`src/rtl/timer_pkg.sv`:
```
// Shared constants for the quad timer unit
`default_nettype none
package timer_pkg;
    // Register byte offsets
    localparam logic [7:0] OFF_CTRL = 8'h00;
    localparam logic [7:0] OFF_CLKCFG = 8'h04;
    localparam logic [7:0] OFF_STAT = 8'h08;
    localparam logic [7:0] OFF_MASK = 8'h0c;
    localparam logic [7:0] OFF_T0 = 8'h10;
    localparam logic [7:0] OFF_T1 = 8'h14;
    localparam logic [7:0] OFF_T2 = 8'h18;
    localparam logic [7:0] OFF_T3 = 8'h1c;
    localparam logic [7:0] OFF_T2RL = 8'h20;
    localparam logic [7:0] OFF_T3RL = 8'h24;
    // Timer 0/1 modes
    localparam logic [1:0] MODE_13 = 2'h0;
    localparam logic [1:0] MODE_16 = 2'h1;
    localparam logic [1:0] MODE_8RL = 2'h2;
    localparam logic [1:0] MODE_SPLIT = 2'h3;
    // Prescale field codes
    localparam logic [1:0] PS_DIV12 = 2'h0;
    localparam logic [1:0] PS_DIV4 = 2'h1;
    localparam logic [1:0] PS_DIV48 = 2'h2;
    localparam logic [1:0] PS_EXT8 = 2'h3;
    localparam int DIV12 = 12;
    localparam int DIV4 = 4;
    localparam int DIV48 = 48;
    localparam int EXT_DIV = 8;
    // CTRL field positions
    localparam int CTRL_RUN0 = 0;
    localparam int CTRL_TIMER_ZERO_GATE_BIT = 1;
    localparam int CTRL_CNT0 = 2;
    localparam int CTRL_MODE0 = 3;
    localparam int CTRL_RUN1 = 8;
    localparam int CTRL_GATE1 = 9;
    localparam int CTRL_CNT1 = 10;
    localparam int CTRL_MODE1 = 11;
    localparam int CTRL_RUN2 = 16;
    localparam int CTRL_SPLIT2 = 17;
    localparam int CTRL_RUN3 = 24;
    localparam int CTRL_SPLIT3 = 25;
    localparam int CTRL_SUSP = 31;
    // CLKCFG field positions
    localparam int CFG_PS = 0;
    localparam int CFG_CS0 = 2;
    localparam int CFG_CS1 = 3;
    localparam int CFG_T2CK = 4;
    localparam int CFG_T3CK = 6;
    // Timer 2/3 clock codes
    localparam logic [1:0] CK_SYS = 2'h0;
    localparam logic [1:0] CK_DIV12 = 2'h1;
    localparam logic [1:0] CK_EXT8 = 2'h2;
    localparam logic [31:0] RESET_VAL = 32'h0000_0000;
endpackage
`default_nettype wire

```
`src/rtl/edge_if.sv`:
```
// Falling-edge detector carrier between top and detector
`default_nettype none
interface edge_if;
    logic pin;
    logic fall;
    modport det (input pin, output fall);
    modport top (output pin, input fall);
endinterface
`default_nettype wire

```
`src/rtl/fall_detect.sv`:
```
// Two-flop synchroniser with falling-edge pulse
`default_nettype none
module fall_detect (
    input wire logic aclk,
    input wire logic aresetn,
    edge_if.det e
);
    typedef struct packed {
        logic s1;
        logic s2;
        logic s3;
        logic fall;
    } st_t;
    st_t q, d;
    always_comb begin
        d = q;
        d.s1 = e.pin;
        d.s2 = q.s1;
        d.s3 = q.s2;
        d.fall = q.s3 & ~q.s2;
    end
    always_ff @(posedge aclk) begin
        if (!aresetn) begin
            // All low: no false edge after reset, whatever the pin level
            q <= '0;
        end else begin
            q <= d;
        end
    end
    assign e.fall = q.fall;
endmodule
`default_nettype wire

```
`src/rtl/quad_timer_counter_unit.sv`:
```
// Four counter/timers with AXI4-Lite registers and interrupt
//
// Overview of operation
// - Four 16-bit timers: two classic counter/timers, two auto-reload timers.
// - Timers 0/1: 13-bit, 16-bit, 8-bit reload, split (timer 0 only).
// - Timers 2/3: 16-bit reload or two independent 8-bit reload halves.
// - Timer 3 keeps counting external clock in suspend and wakes device.
// - Timers 0/1 pick among five sources via select bit and prescale.
// - Each of timers 0/1 counts prescaled clock or raw system clock.
// - Timers 2/3 use system clock, system/12, or external/8.
// - Counter operation increments on each falling edge of event pin.
// - Edge counting works up to half of system clock rate.
// - 13-bit rollover 0x1fff to zero sets overflow flag and interrupt.
// - Count only with run set and, except split high byte, gate clear or gate input high.
// - Prescale 00 /12, 01 /4, 10 /48, 11 external /8 synchronised.
// - Clock select 0 prescaled, 1 system; ignored in counter operation.
`default_nettype none
module quad_timer_counter_unit (
    input wire logic aclk,
    input wire logic aresetn,
    input wire logic [7:0] s_axi_awaddr,
    input wire logic s_axi_awvalid,
    output logic s_axi_awready,
    input wire logic [31:0] s_axi_wdata,
    input wire logic [3:0] s_axi_wstrb,
    input wire logic s_axi_wvalid,
    output logic s_axi_wready,
    output logic [1:0] s_axi_bresp,
    output logic s_axi_bvalid,
    input wire logic s_axi_bready,
    input wire logic [7:0] s_axi_araddr,
    input wire logic s_axi_arvalid,
    output logic s_axi_arready,
    output logic [31:0] s_axi_rdata,
    output logic [1:0] s_axi_rresp,
    output logic s_axi_rvalid,
    input wire logic s_axi_rready,
    input wire logic timer_zero_event_pin,
    input wire logic timer_one_event_pin,
    input wire logic external_gate_input_zero,
    input wire logic external_gate_input_one,
    input wire logic ext_osc_clk,
    output logic irq,
    output logic wake
);
    typedef struct packed {
        logic awdone;
        logic wdone;
        logic [7:0] awaddr;
        logic [31:0] wdata;
        logic [3:0] wstrb;
        logic bvalid;
        logic [1:0] bresp;
        logic rvalid;
        logic [1:0] rresp;
        logic [31:0] rdata;
        logic [31:0] ctrl;
        logic [7:0] clkcfg;
        logic [5:0] stat;
        logic [5:0] mask;
        logic [15:0] t0;
        logic [15:0] t1;
        logic [15:0] t2;
        logic [15:0] t3;
        logic [15:0] t2rl;
        logic [15:0] t3rl;
        logic irq;
        logic wake;
        logic awrdy;
        logic wrdy;
        logic arrdy;
    } st_t;
    st_t q, d;

    // Status bits: 0 t0 ovf, 1 t1 ovf, 2 t0 high ovf (split), 3 t2, 4 t3, 5 t2/t3 low halves
    edge_if e0 ();
    edge_if e1 ();
    edge_if ex ();
    assign e0.pin = timer_zero_event_pin;
    assign e1.pin = timer_one_event_pin;
    assign ex.pin = ext_osc_clk;
    fall_detect u_fd0 (.aclk(aclk), .aresetn(aresetn), .e(e0));
    fall_detect u_fd1 (.aclk(aclk), .aresetn(aresetn), .e(e1));
    fall_detect u_fdx (.aclk(aclk), .aresetn(aresetn), .e(ex));

    // Shared base ticks: system clock /4, /12, /48 and external clock /8
    logic tick4, tick12, tick48, ext8;
    tick_div #(.W(6)) u_d4 (.aclk(aclk), .aresetn(aresetn), .en(1'b1),
        .n(6'(timer_pkg::DIV4)), .tick(tick4));
    tick_div #(.W(6)) u_d12 (.aclk(aclk), .aresetn(aresetn), .en(1'b1),
        .n(6'(timer_pkg::DIV12)), .tick(tick12));
    tick_div #(.W(6)) u_d48 (.aclk(aclk), .aresetn(aresetn), .en(1'b1),
        .n(6'(timer_pkg::DIV48)), .tick(tick48));
    tick_div #(.W(6)) u_dx (.aclk(aclk), .aresetn(aresetn), .en(ex.fall),
        .n(6'(timer_pkg::EXT_DIV)), .tick(ext8));

    function automatic logic [31:0] wmerge(input logic [31:0] old, input logic [31:0] nw,
                                           input logic [3:0] strb);
        logic [31:0] r;
        r = old;
        for (int i = 0; i < 4; i++) begin
            if (strb[i]) begin
                r[i*8 +: 8] = nw[i*8 +: 8];
            end
        end
        return r;
    endfunction

    function automatic logic t23_tick(input logic [1:0] sel, input logic t12, input logic x8);
        unique case (sel)
            timer_pkg::CK_SYS: return 1'b1;
            timer_pkg::CK_DIV12: return t12;
            timer_pkg::CK_EXT8: return x8;
            default: return 1'b0;
        endcase
    endfunction

    logic presc, en0, en1, en2, en3, susp;
    logic [1:0] mode0, mode1;
    logic ov0, ov1, ov0h, ov2, ov3, ovl;
    logic [15:0] n0, n1, n2, n3;
    logic wr_go, rd_go;

    always_comb begin
        unique case (q.clkcfg[timer_pkg::CFG_PS +: 2])
            timer_pkg::PS_DIV12: presc = tick12;
            timer_pkg::PS_DIV4: presc = tick4;
            timer_pkg::PS_DIV48: presc = tick48;
            default: presc = ext8;
        endcase
    end

    always_comb begin
        mode0 = q.ctrl[timer_pkg::CTRL_MODE0 +: 2];
        mode1 = q.ctrl[timer_pkg::CTRL_MODE1 +: 2];
        susp = q.ctrl[timer_pkg::CTRL_SUSP];
        // Counter mode ignores the clock select
        en0 = q.ctrl[timer_pkg::CTRL_CNT0] ? e0.fall :
              (q.clkcfg[timer_pkg::CFG_CS0] ? 1'b1 : presc);
        en1 = q.ctrl[timer_pkg::CTRL_CNT1] ? e1.fall :
              (q.clkcfg[timer_pkg::CFG_CS1] ? 1'b1 : presc);
        // Gate logic
        en0 = en0 & q.ctrl[timer_pkg::CTRL_RUN0] & ~susp &
              (~q.ctrl[timer_pkg::CTRL_TIMER_ZERO_GATE_BIT] | external_gate_input_zero);
        en1 = en1 & q.ctrl[timer_pkg::CTRL_RUN1] & ~susp &
              (~q.ctrl[timer_pkg::CTRL_GATE1] | external_gate_input_one);
        // only timer 3 survives suspend, and only on external clock
        en2 = t23_tick(q.clkcfg[timer_pkg::CFG_T2CK +: 2], tick12, ext8) &
              q.ctrl[timer_pkg::CTRL_RUN2] & ~susp;
        en3 = t23_tick(q.clkcfg[timer_pkg::CFG_T3CK +: 2], tick12, ext8) &
              q.ctrl[timer_pkg::CTRL_RUN3] &
              (~susp | q.clkcfg[timer_pkg::CFG_T3CK +: 2] == timer_pkg::CK_EXT8);
    end

    // Timer 0 and 1 counting
    always_comb begin
        n0 = q.t0;
        ov0 = 1'b0;
        ov0h = 1'b0;
        n1 = q.t1;
        ov1 = 1'b0;
        if (en0) begin
            unique case (mode0)
                timer_pkg::MODE_13: begin
                    {ov0, n0[15:8], n0[4:0]} = {1'b0, q.t0[15:8], q.t0[4:0]} + 14'h1;
                    n0[7:5] = 3'h0;
                end
                timer_pkg::MODE_16: {ov0, n0} = {1'b0, q.t0} + 17'h1;
                timer_pkg::MODE_8RL: begin
                    ov0 = &q.t0[7:0];
                    n0[7:0] = ov0 ? q.t0[15:8] : q.t0[7:0] + 8'h1;
                end
                default: {ov0, n0[7:0]} = {1'b0, q.t0[7:0]} + 9'h1;
            endcase
        end
        // Split high byte runs from timer 1's run bit on plain clock
        if (mode0 == timer_pkg::MODE_SPLIT && q.ctrl[timer_pkg::CTRL_RUN1] && !susp &&
            (q.clkcfg[timer_pkg::CFG_CS0] || presc)) begin
            {ov0h, n0[15:8]} = {1'b0, q.t0[15:8]} + 9'h1;
        end
        // Timer 1 has no split mode; it holds there
        if (en1) begin
            unique case (mode1)
                timer_pkg::MODE_13: begin
                    {ov1, n1[15:8], n1[4:0]} = {1'b0, q.t1[15:8], q.t1[4:0]} + 14'h1;
                    n1[7:5] = 3'h0;
                end
                timer_pkg::MODE_16: {ov1, n1} = {1'b0, q.t1} + 17'h1;
                timer_pkg::MODE_8RL: begin
                    ov1 = &q.t1[7:0];
                    n1[7:0] = ov1 ? q.t1[15:8] : q.t1[7:0] + 8'h1;
                end
                default: n1 = q.t1;
            endcase
        end
    end

    // Timers 2 and 3: 16-bit reload or split halves
    always_comb begin
        n2 = q.t2;
        n3 = q.t3;
        ov2 = 1'b0;
        ov3 = 1'b0;
        ovl = 1'b0;
        if (en2) begin
            if (q.ctrl[timer_pkg::CTRL_SPLIT2]) begin
                n2[7:0] = &q.t2[7:0] ? q.t2rl[7:0] : q.t2[7:0] + 8'h1;
                n2[15:8] = &q.t2[15:8] ? q.t2rl[15:8] : q.t2[15:8] + 8'h1;
                ovl = &q.t2[7:0];
                ov2 = &q.t2[15:8];
            end else begin
                ov2 = &q.t2;
                n2 = ov2 ? q.t2rl : q.t2 + 16'h1;
            end
        end
        if (en3) begin
            if (q.ctrl[timer_pkg::CTRL_SPLIT3]) begin
                n3[7:0] = &q.t3[7:0] ? q.t3rl[7:0] : q.t3[7:0] + 8'h1;
                n3[15:8] = &q.t3[15:8] ? q.t3rl[15:8] : q.t3[15:8] + 8'h1;
                ovl = ovl | &q.t3[7:0];
                ov3 = &q.t3[15:8];
            end else begin
                ov3 = &q.t3;
                n3 = ov3 ? q.t3rl : q.t3 + 16'h1;
            end
        end
    end

    assign wr_go = q.awdone && q.wdone && !q.bvalid;
    assign rd_go = s_axi_arvalid && q.arrdy;

    always_comb begin
        d = q;
        d.t0 = n0;
        d.t1 = n1;
        d.t2 = n2;
        d.t3 = n3;
        if (s_axi_awvalid && q.awrdy) begin
            d.awdone = 1'b1;
            d.awaddr = s_axi_awaddr;
        end
        if (s_axi_wvalid && q.wrdy) begin
            d.wdone = 1'b1;
            d.wdata = s_axi_wdata;
            d.wstrb = s_axi_wstrb;
        end
        if (q.bvalid && s_axi_bready) begin
            d.bvalid = 1'b0;
        end
        if (q.rvalid && s_axi_rready) begin
            d.rvalid = 1'b0;
        end
        if (rd_go) begin
            d.rvalid = 1'b1;
            d.rresp = 2'h0;
            unique case (s_axi_araddr)
                timer_pkg::OFF_CTRL: d.rdata = q.ctrl;
                timer_pkg::OFF_CLKCFG: d.rdata = {24'h0, q.clkcfg};
                timer_pkg::OFF_STAT: d.rdata = {26'h0, q.stat};
                timer_pkg::OFF_MASK: d.rdata = {26'h0, q.mask};
                timer_pkg::OFF_T0: d.rdata = {16'h0, q.t0};
                timer_pkg::OFF_T1: d.rdata = {16'h0, q.t1};
                timer_pkg::OFF_T2: d.rdata = {16'h0, q.t2};
                timer_pkg::OFF_T3: d.rdata = {16'h0, q.t3};
                timer_pkg::OFF_T2RL: d.rdata = {16'h0, q.t2rl};
                timer_pkg::OFF_T3RL: d.rdata = {16'h0, q.t3rl};
                default: begin
                    d.rdata = 32'h0;
                    d.rresp = 2'h2;
                end
            endcase
            if (s_axi_araddr == timer_pkg::OFF_STAT) begin
                d.stat = 6'h0; // Read clears; new events below still win
            end
        end
        if (wr_go) begin
            d.awdone = 1'b0;
            d.wdone = 1'b0;
            d.bvalid = 1'b1;
            d.bresp = 2'h0;
            // Register writes beat a same-cycle count update
            unique case (q.awaddr)
                // Strobes only matter on control; counters take the whole word
                timer_pkg::OFF_CTRL: d.ctrl = wmerge(q.ctrl, q.wdata, q.wstrb);
                timer_pkg::OFF_CLKCFG: d.clkcfg = q.wdata[7:0];
                timer_pkg::OFF_STAT: ;
                timer_pkg::OFF_MASK: d.mask = q.wdata[5:0];
                timer_pkg::OFF_T0: d.t0 = q.wdata[15:0];
                timer_pkg::OFF_T1: d.t1 = q.wdata[15:0];
                timer_pkg::OFF_T2: d.t2 = q.wdata[15:0];
                timer_pkg::OFF_T3: d.t3 = q.wdata[15:0];
                timer_pkg::OFF_T2RL: d.t2rl = q.wdata[15:0];
                timer_pkg::OFF_T3RL: d.t3rl = q.wdata[15:0];
                default: d.bresp = 2'h2;
            endcase
        end
        // Sticky events; set wins over read-clear
        d.stat = d.stat | {ovl, ov3, ov2, ov0h, ov1, ov0};
        d.irq = |(d.stat & q.mask);
        d.wake = susp & ov3;
        // Registered readies; no new write while its answer stands
        d.awrdy = ~d.awdone & ~d.bvalid;
        d.wrdy = ~d.wdone & ~d.bvalid;
        d.arrdy = ~d.rvalid;
    end

    always_ff @(posedge aclk) begin
        if (!aresetn) begin
            q <= '0;
        end else begin
            q <= d;
        end
    end

    assign s_axi_awready = q.awrdy;
    assign s_axi_wready = q.wrdy;
    assign s_axi_bvalid = q.bvalid;
    assign s_axi_bresp = q.bresp;
    assign s_axi_arready = q.arrdy;
    assign s_axi_rvalid = q.rvalid;
    assign s_axi_rdata = q.rdata;
    assign s_axi_rresp = q.rresp;
    assign irq = q.irq;
    assign wake = q.wake;
endmodule
`default_nettype wire

```
`src/rtl/tick_div.sv`:
```
// Counter producing a one-cycle tick every n enabled inputs
`default_nettype none
module tick_div #(
    parameter int W = 6
) (
    input wire logic aclk,
    input wire logic aresetn,
    input wire logic en,
    input wire logic [W-1:0] n,
    output logic tick
);
    typedef struct packed {
        logic [W-1:0] cnt;
        logic tick;
    } st_t;
    st_t q, d;
    always_comb begin
        d = q;
        d.tick = 1'b0;
        if (en) begin
            if (q.cnt >= n - W'(1)) begin
                d.cnt = '0;
                d.tick = 1'b1;
            end else begin
                d.cnt = q.cnt + W'(1);
            end
        end
    end
    always_ff @(posedge aclk) begin
        if (!aresetn) begin
            q <= '0;
        end else begin
            q <= d;
        end
    end
    assign tick = q.tick;
endmodule
`default_nettype wire

```
`config.mk`:
```
export PLATFORM = sky130hd
export DESIGN_NAME = quad_timer_counter_unit
export DESIGN_NICKNAME = d
export VERILOG_FILES = /design/src/rtl/timer_pkg.sv /design/src/rtl/edge_if.sv /design/src/rtl/fall_detect.sv /design/src/rtl/quad_timer_counter_unit.sv /design/src/rtl/tick_div.sv
export SDC_FILE = /design/constraint.sdc
export NUM_CORES = 1
export LEC_CHECK = 0
export BUFFER_PORTS_ARGS = -buffer_cell sky130_fd_sc_hd__buf_2
export CAP_MARGIN = 40
export CORE_MARGIN = 1
export CORE_UTILIZATION = 45
export CTS_CLUSTER_DIAMETER = 100
export CTS_CLUSTER_SIZE = 28
export DETAILED_ROUTE_END_ITERATION = 7
export GPL_ROUTABILITY_DRIVEN = 0
export PLACE_DENSITY = 0.73
export SYNTH_ARGS = -nofsm -noshare
export SYNTH_HDL_FRONTEND = slang
export SYNTH_SLANG_ARGS = --single-unit
```
`constraint.sdc`:
```
create_clock -name aclk -period 3.6 [get_ports aclk]
set_clock_uncertainty 0.15 [all_clocks]
set_input_delay 0.54 -clock aclk [delete_from_list [all_inputs] [get_ports aclk]]
set_output_delay 0.54 -clock aclk [all_outputs]
set_load 0.05 [all_outputs]
```
==> flow_metrics.py <==
metrics = {
    "yosys": {
        "synth_warnings": 0,
        "synth_edf_count": 0,
        "synthTopCellsByArea": "dfxtp_1 40%, a21oi_1 6.7%, nand2_1 6.3%",
        "synthFlopType": "dfxtp_1",
        "avgSynthCellArea_um2": 8.06,
        "post-synth-top-count-cell": "dfxtp_1",
        "synth_top_family_by_area": "compound AO/OA/AOI/OAI gates",
        "synth-simple-area-share": 0.224,
        "ys_ff_latch": 275,
        "ys_async_sr_fraction": 0,
        "synth.distinct_cells": 86,
        "netlist.area_leader.share": 0.400,
        "syn-instance-count": 1707,
        "ys_top_cells_by_count": "275 x dfxtp_1, 230 x nand2_1, 185 x a21oi_1, 145 x nor2_1, 98 x clkbuf_1",
        "synth_area_leader_cell": "dfxtp_1",
        "synth-xor-area-share": 0.0159,
        "ys_seq_area_frac": 0.400,
        "synth_area_um2": 13800,
        "synth_compound_area_frac": 0.225,
        "synth_mux_area_frac": 0.0646,
        "synthAdderAreaFrac": 0.0100,
    },
    "drt": {
        "drt_drc_violations_left": 0,
        "initialDrtViolationCount": 1871,
        "ant_nets": 0,
        "wirelength_mm": 42.9,
        "vias": 13100,
        "viasPerCell": 6.27,
        "firstDrtPassIters": 7,
        "wl_per_cell_um": 20.5,
    },
    "clock_network": {
        "htree_levels": 1,
        "cts_hold_buf": 0,
        "post_cts.repair.setup_buffers": 0,
        "cts_tree": "yes",
        "cts-root-buf": "clkbuf_16",
        "ctsResizeCount": 0,
        "cts_buffers": 13,
        "cts_buffer_depth": 3,
        "path_clk_slew_ps": 110,
        "cts_num_sinks": 275,
        "clock_latency_ps": 510,
    },
    "flow_run": {
        "drv_cap": 0,
    },
    "layout": {
        "final_layout_size_suffix_gt1_frac": 0.105,
        "area_growth_pct": 6.54,
        "multi_input_area_um2": 7460,
        "final_nets": 1771,
        "fill_cells": 2887,
        "utilization": 0.491,
        "regArea_um2": 5510,
    },
    "floorplanning": {
        "chipHeight_um": 177,
        "start_util": 0.461,
        "fp.coreArea_um2": 29900,
        "rows": 63,
        "boundaryPins": 107,
        "die_area_um2": 31300,
        "die_w_um": 177,
    },
    "setup_path": {
        "crit_chain": "and3b_1, nand3b_1, nor2_2, nand2_1, nand2_1, a21oi_1",
        "slowest_delay_ps": 670,
        "cpMostUsedCell": "nand2_1",
        "worstPathMaxFanout": 16,
        "cp_num_buf_inv": 0,
        "critPathTopFamily": "simple AND/OR/NAND/NOR gates",
        "cp.required_ps": 3820,
        "slowest_stage": "nor2_2",
        "cp-end-kind": "flop",
        "critical_path_class": "reg2reg",
        "start_kind": "flop",
        "arrival_ps": 2850,
    },
    "grt": {
        "busiest_layer": "met2",
        "grt_pass1_wl_mm": 66.4,
        "grtUsageMet2": 0.395,
        "grt_overflow": 0,
        "grtUsageMet1": 0.375,
        "grtUsageTotal": 0.269,
        "met3_usage": 0.0460,
        "grt_antenna_before_repair": 1,
        "grt_max_degree": 77,
        "grt_pass1_vias": 11800,
    },
    "power_and_ir_drop": {
        "power.density_nw_per_um2": 350,
        "irDropWorstVdd_v": 0.000277,
        "p_leak_uw": 0.00529,
    },
    "sta": {
        "finalHoldViolCount": 0,
        "period_share": 0.730,
        "post-route-min-period_ps": 2630,
        "fin_tns_setup_ps": 0,
        "slew-limit-headroom": 0.426,
        "rsz0062_at_grt": "false",
        "fin_hold_ws_ps": 94.0,
        "worst_slew_pin_slew_ps": 861,
        "max_clock_freq_mhz": 381,
        "slew_viol_final": 0,
        "finalSetupViolCount": 0,
        "setup_ws_ps": 973,
    },
    "place": {
        "dp.final_hpwl_mm": 30.5,
        "dp_slack_ps": 822,
        "port_buffers": 104,
    },
    "worst_hold_path": {
        "worstHoldPathType": "in2reg",
    },
    "status": {
        "status": "completed",
    },
}
==> worst reg2reg max path, cell delays in order, from the launching register on <==
cell and delay (ps):
dfxtp_1 400, and3b_1 280, nand3b_1 370, nor2_2 670, nand2_1 370, nand2_1 170, a21oi_1 80
==> sequential cells by signal, indices dropped and copies added (netlist names), 2 cells and up <==
register     count
u_d12.q          6
u_dx.q           6
q              190
u_fdx.d          2
u_fd1.d          2
u_d4.q           6
u_fd0.d          2
mode0            2
u_d48.q          6
s_axi_rdata     32
mode1            2
==> per-layer routing <==
metal,part of all wire,vias up
met5,0,-
met4,0.061,0
met3,0.10,154
met2,0.41,703
met1,0.42,6152
li1,-,6089
==> cells in the final DEF (no fill, tap or decap), types with 17 or more instances in the layout <==
cell type / n
dfxtp_1: 275
nand2_1: 230
a21oi_1: 185
nor2_1: 145
buf_2: 104
nand3_1: 93
o21ai_0: 90
mux2i_1: 73
a22oi_1: 37
nor3_1: 29
and3_1: 28
a31oi_1: 21
nand4_1: 18
buf_4: 18
and2_1: 17
==> through the flow <==
step                      instance area (µm²)  cells  total power (µW)
after floorplan                         13800   1714              3400
after global placement                  14200   2067              3530
after detailed placement                14300   2071              3530
after CTS                               14700   2087              5150
after global routing                    14700   2087              5300
final                                   14700   2089              5130
==> power breakdown <==
part           internal (µW)  switching [µW]  total [µW]
sequential              3090            77.4        3160
clock                    688             971        1660
combinational           96.9             211         308
==> logic make-up (layout without fill, tap and decap cells) <==
kind of cell,after synthesis,count (layout)
fa+ha+maj,11,11
simple gates,644,644
buf+inv,177,160
compound gates,491,491
other cells,1,10
flops,275,275
mux,83,83
xor+xnor,25,25
==> path summary, 6_finish.rpt <==
path / start / end / slack (ps) / depth (start not counted)
min reg2reg: u_fd0.d[1] / u_fd0.e.fall / 270 / 1
max: q[235] / q[131] / 970 / 6
min: timer_one_event_pin / u_fd1.d[2] / 90 / 2
max reg2reg: q[235] / q[131] / 970 / 6
==> final cells by class <==
class / count / share of cell area
repair buffers: 128 / 0.0536
flip-flops and latches: 275 / 0.376
clock inverters: 2 / 0.000939
diodes: 2 / 0.000341
clock buffers: 14 / 0.0231
well taps: 390 / 0.0333
inverters: 16 / 0.00444
multi-input cells: 1262 / 0.509
(Power assumes the default switching activity.)
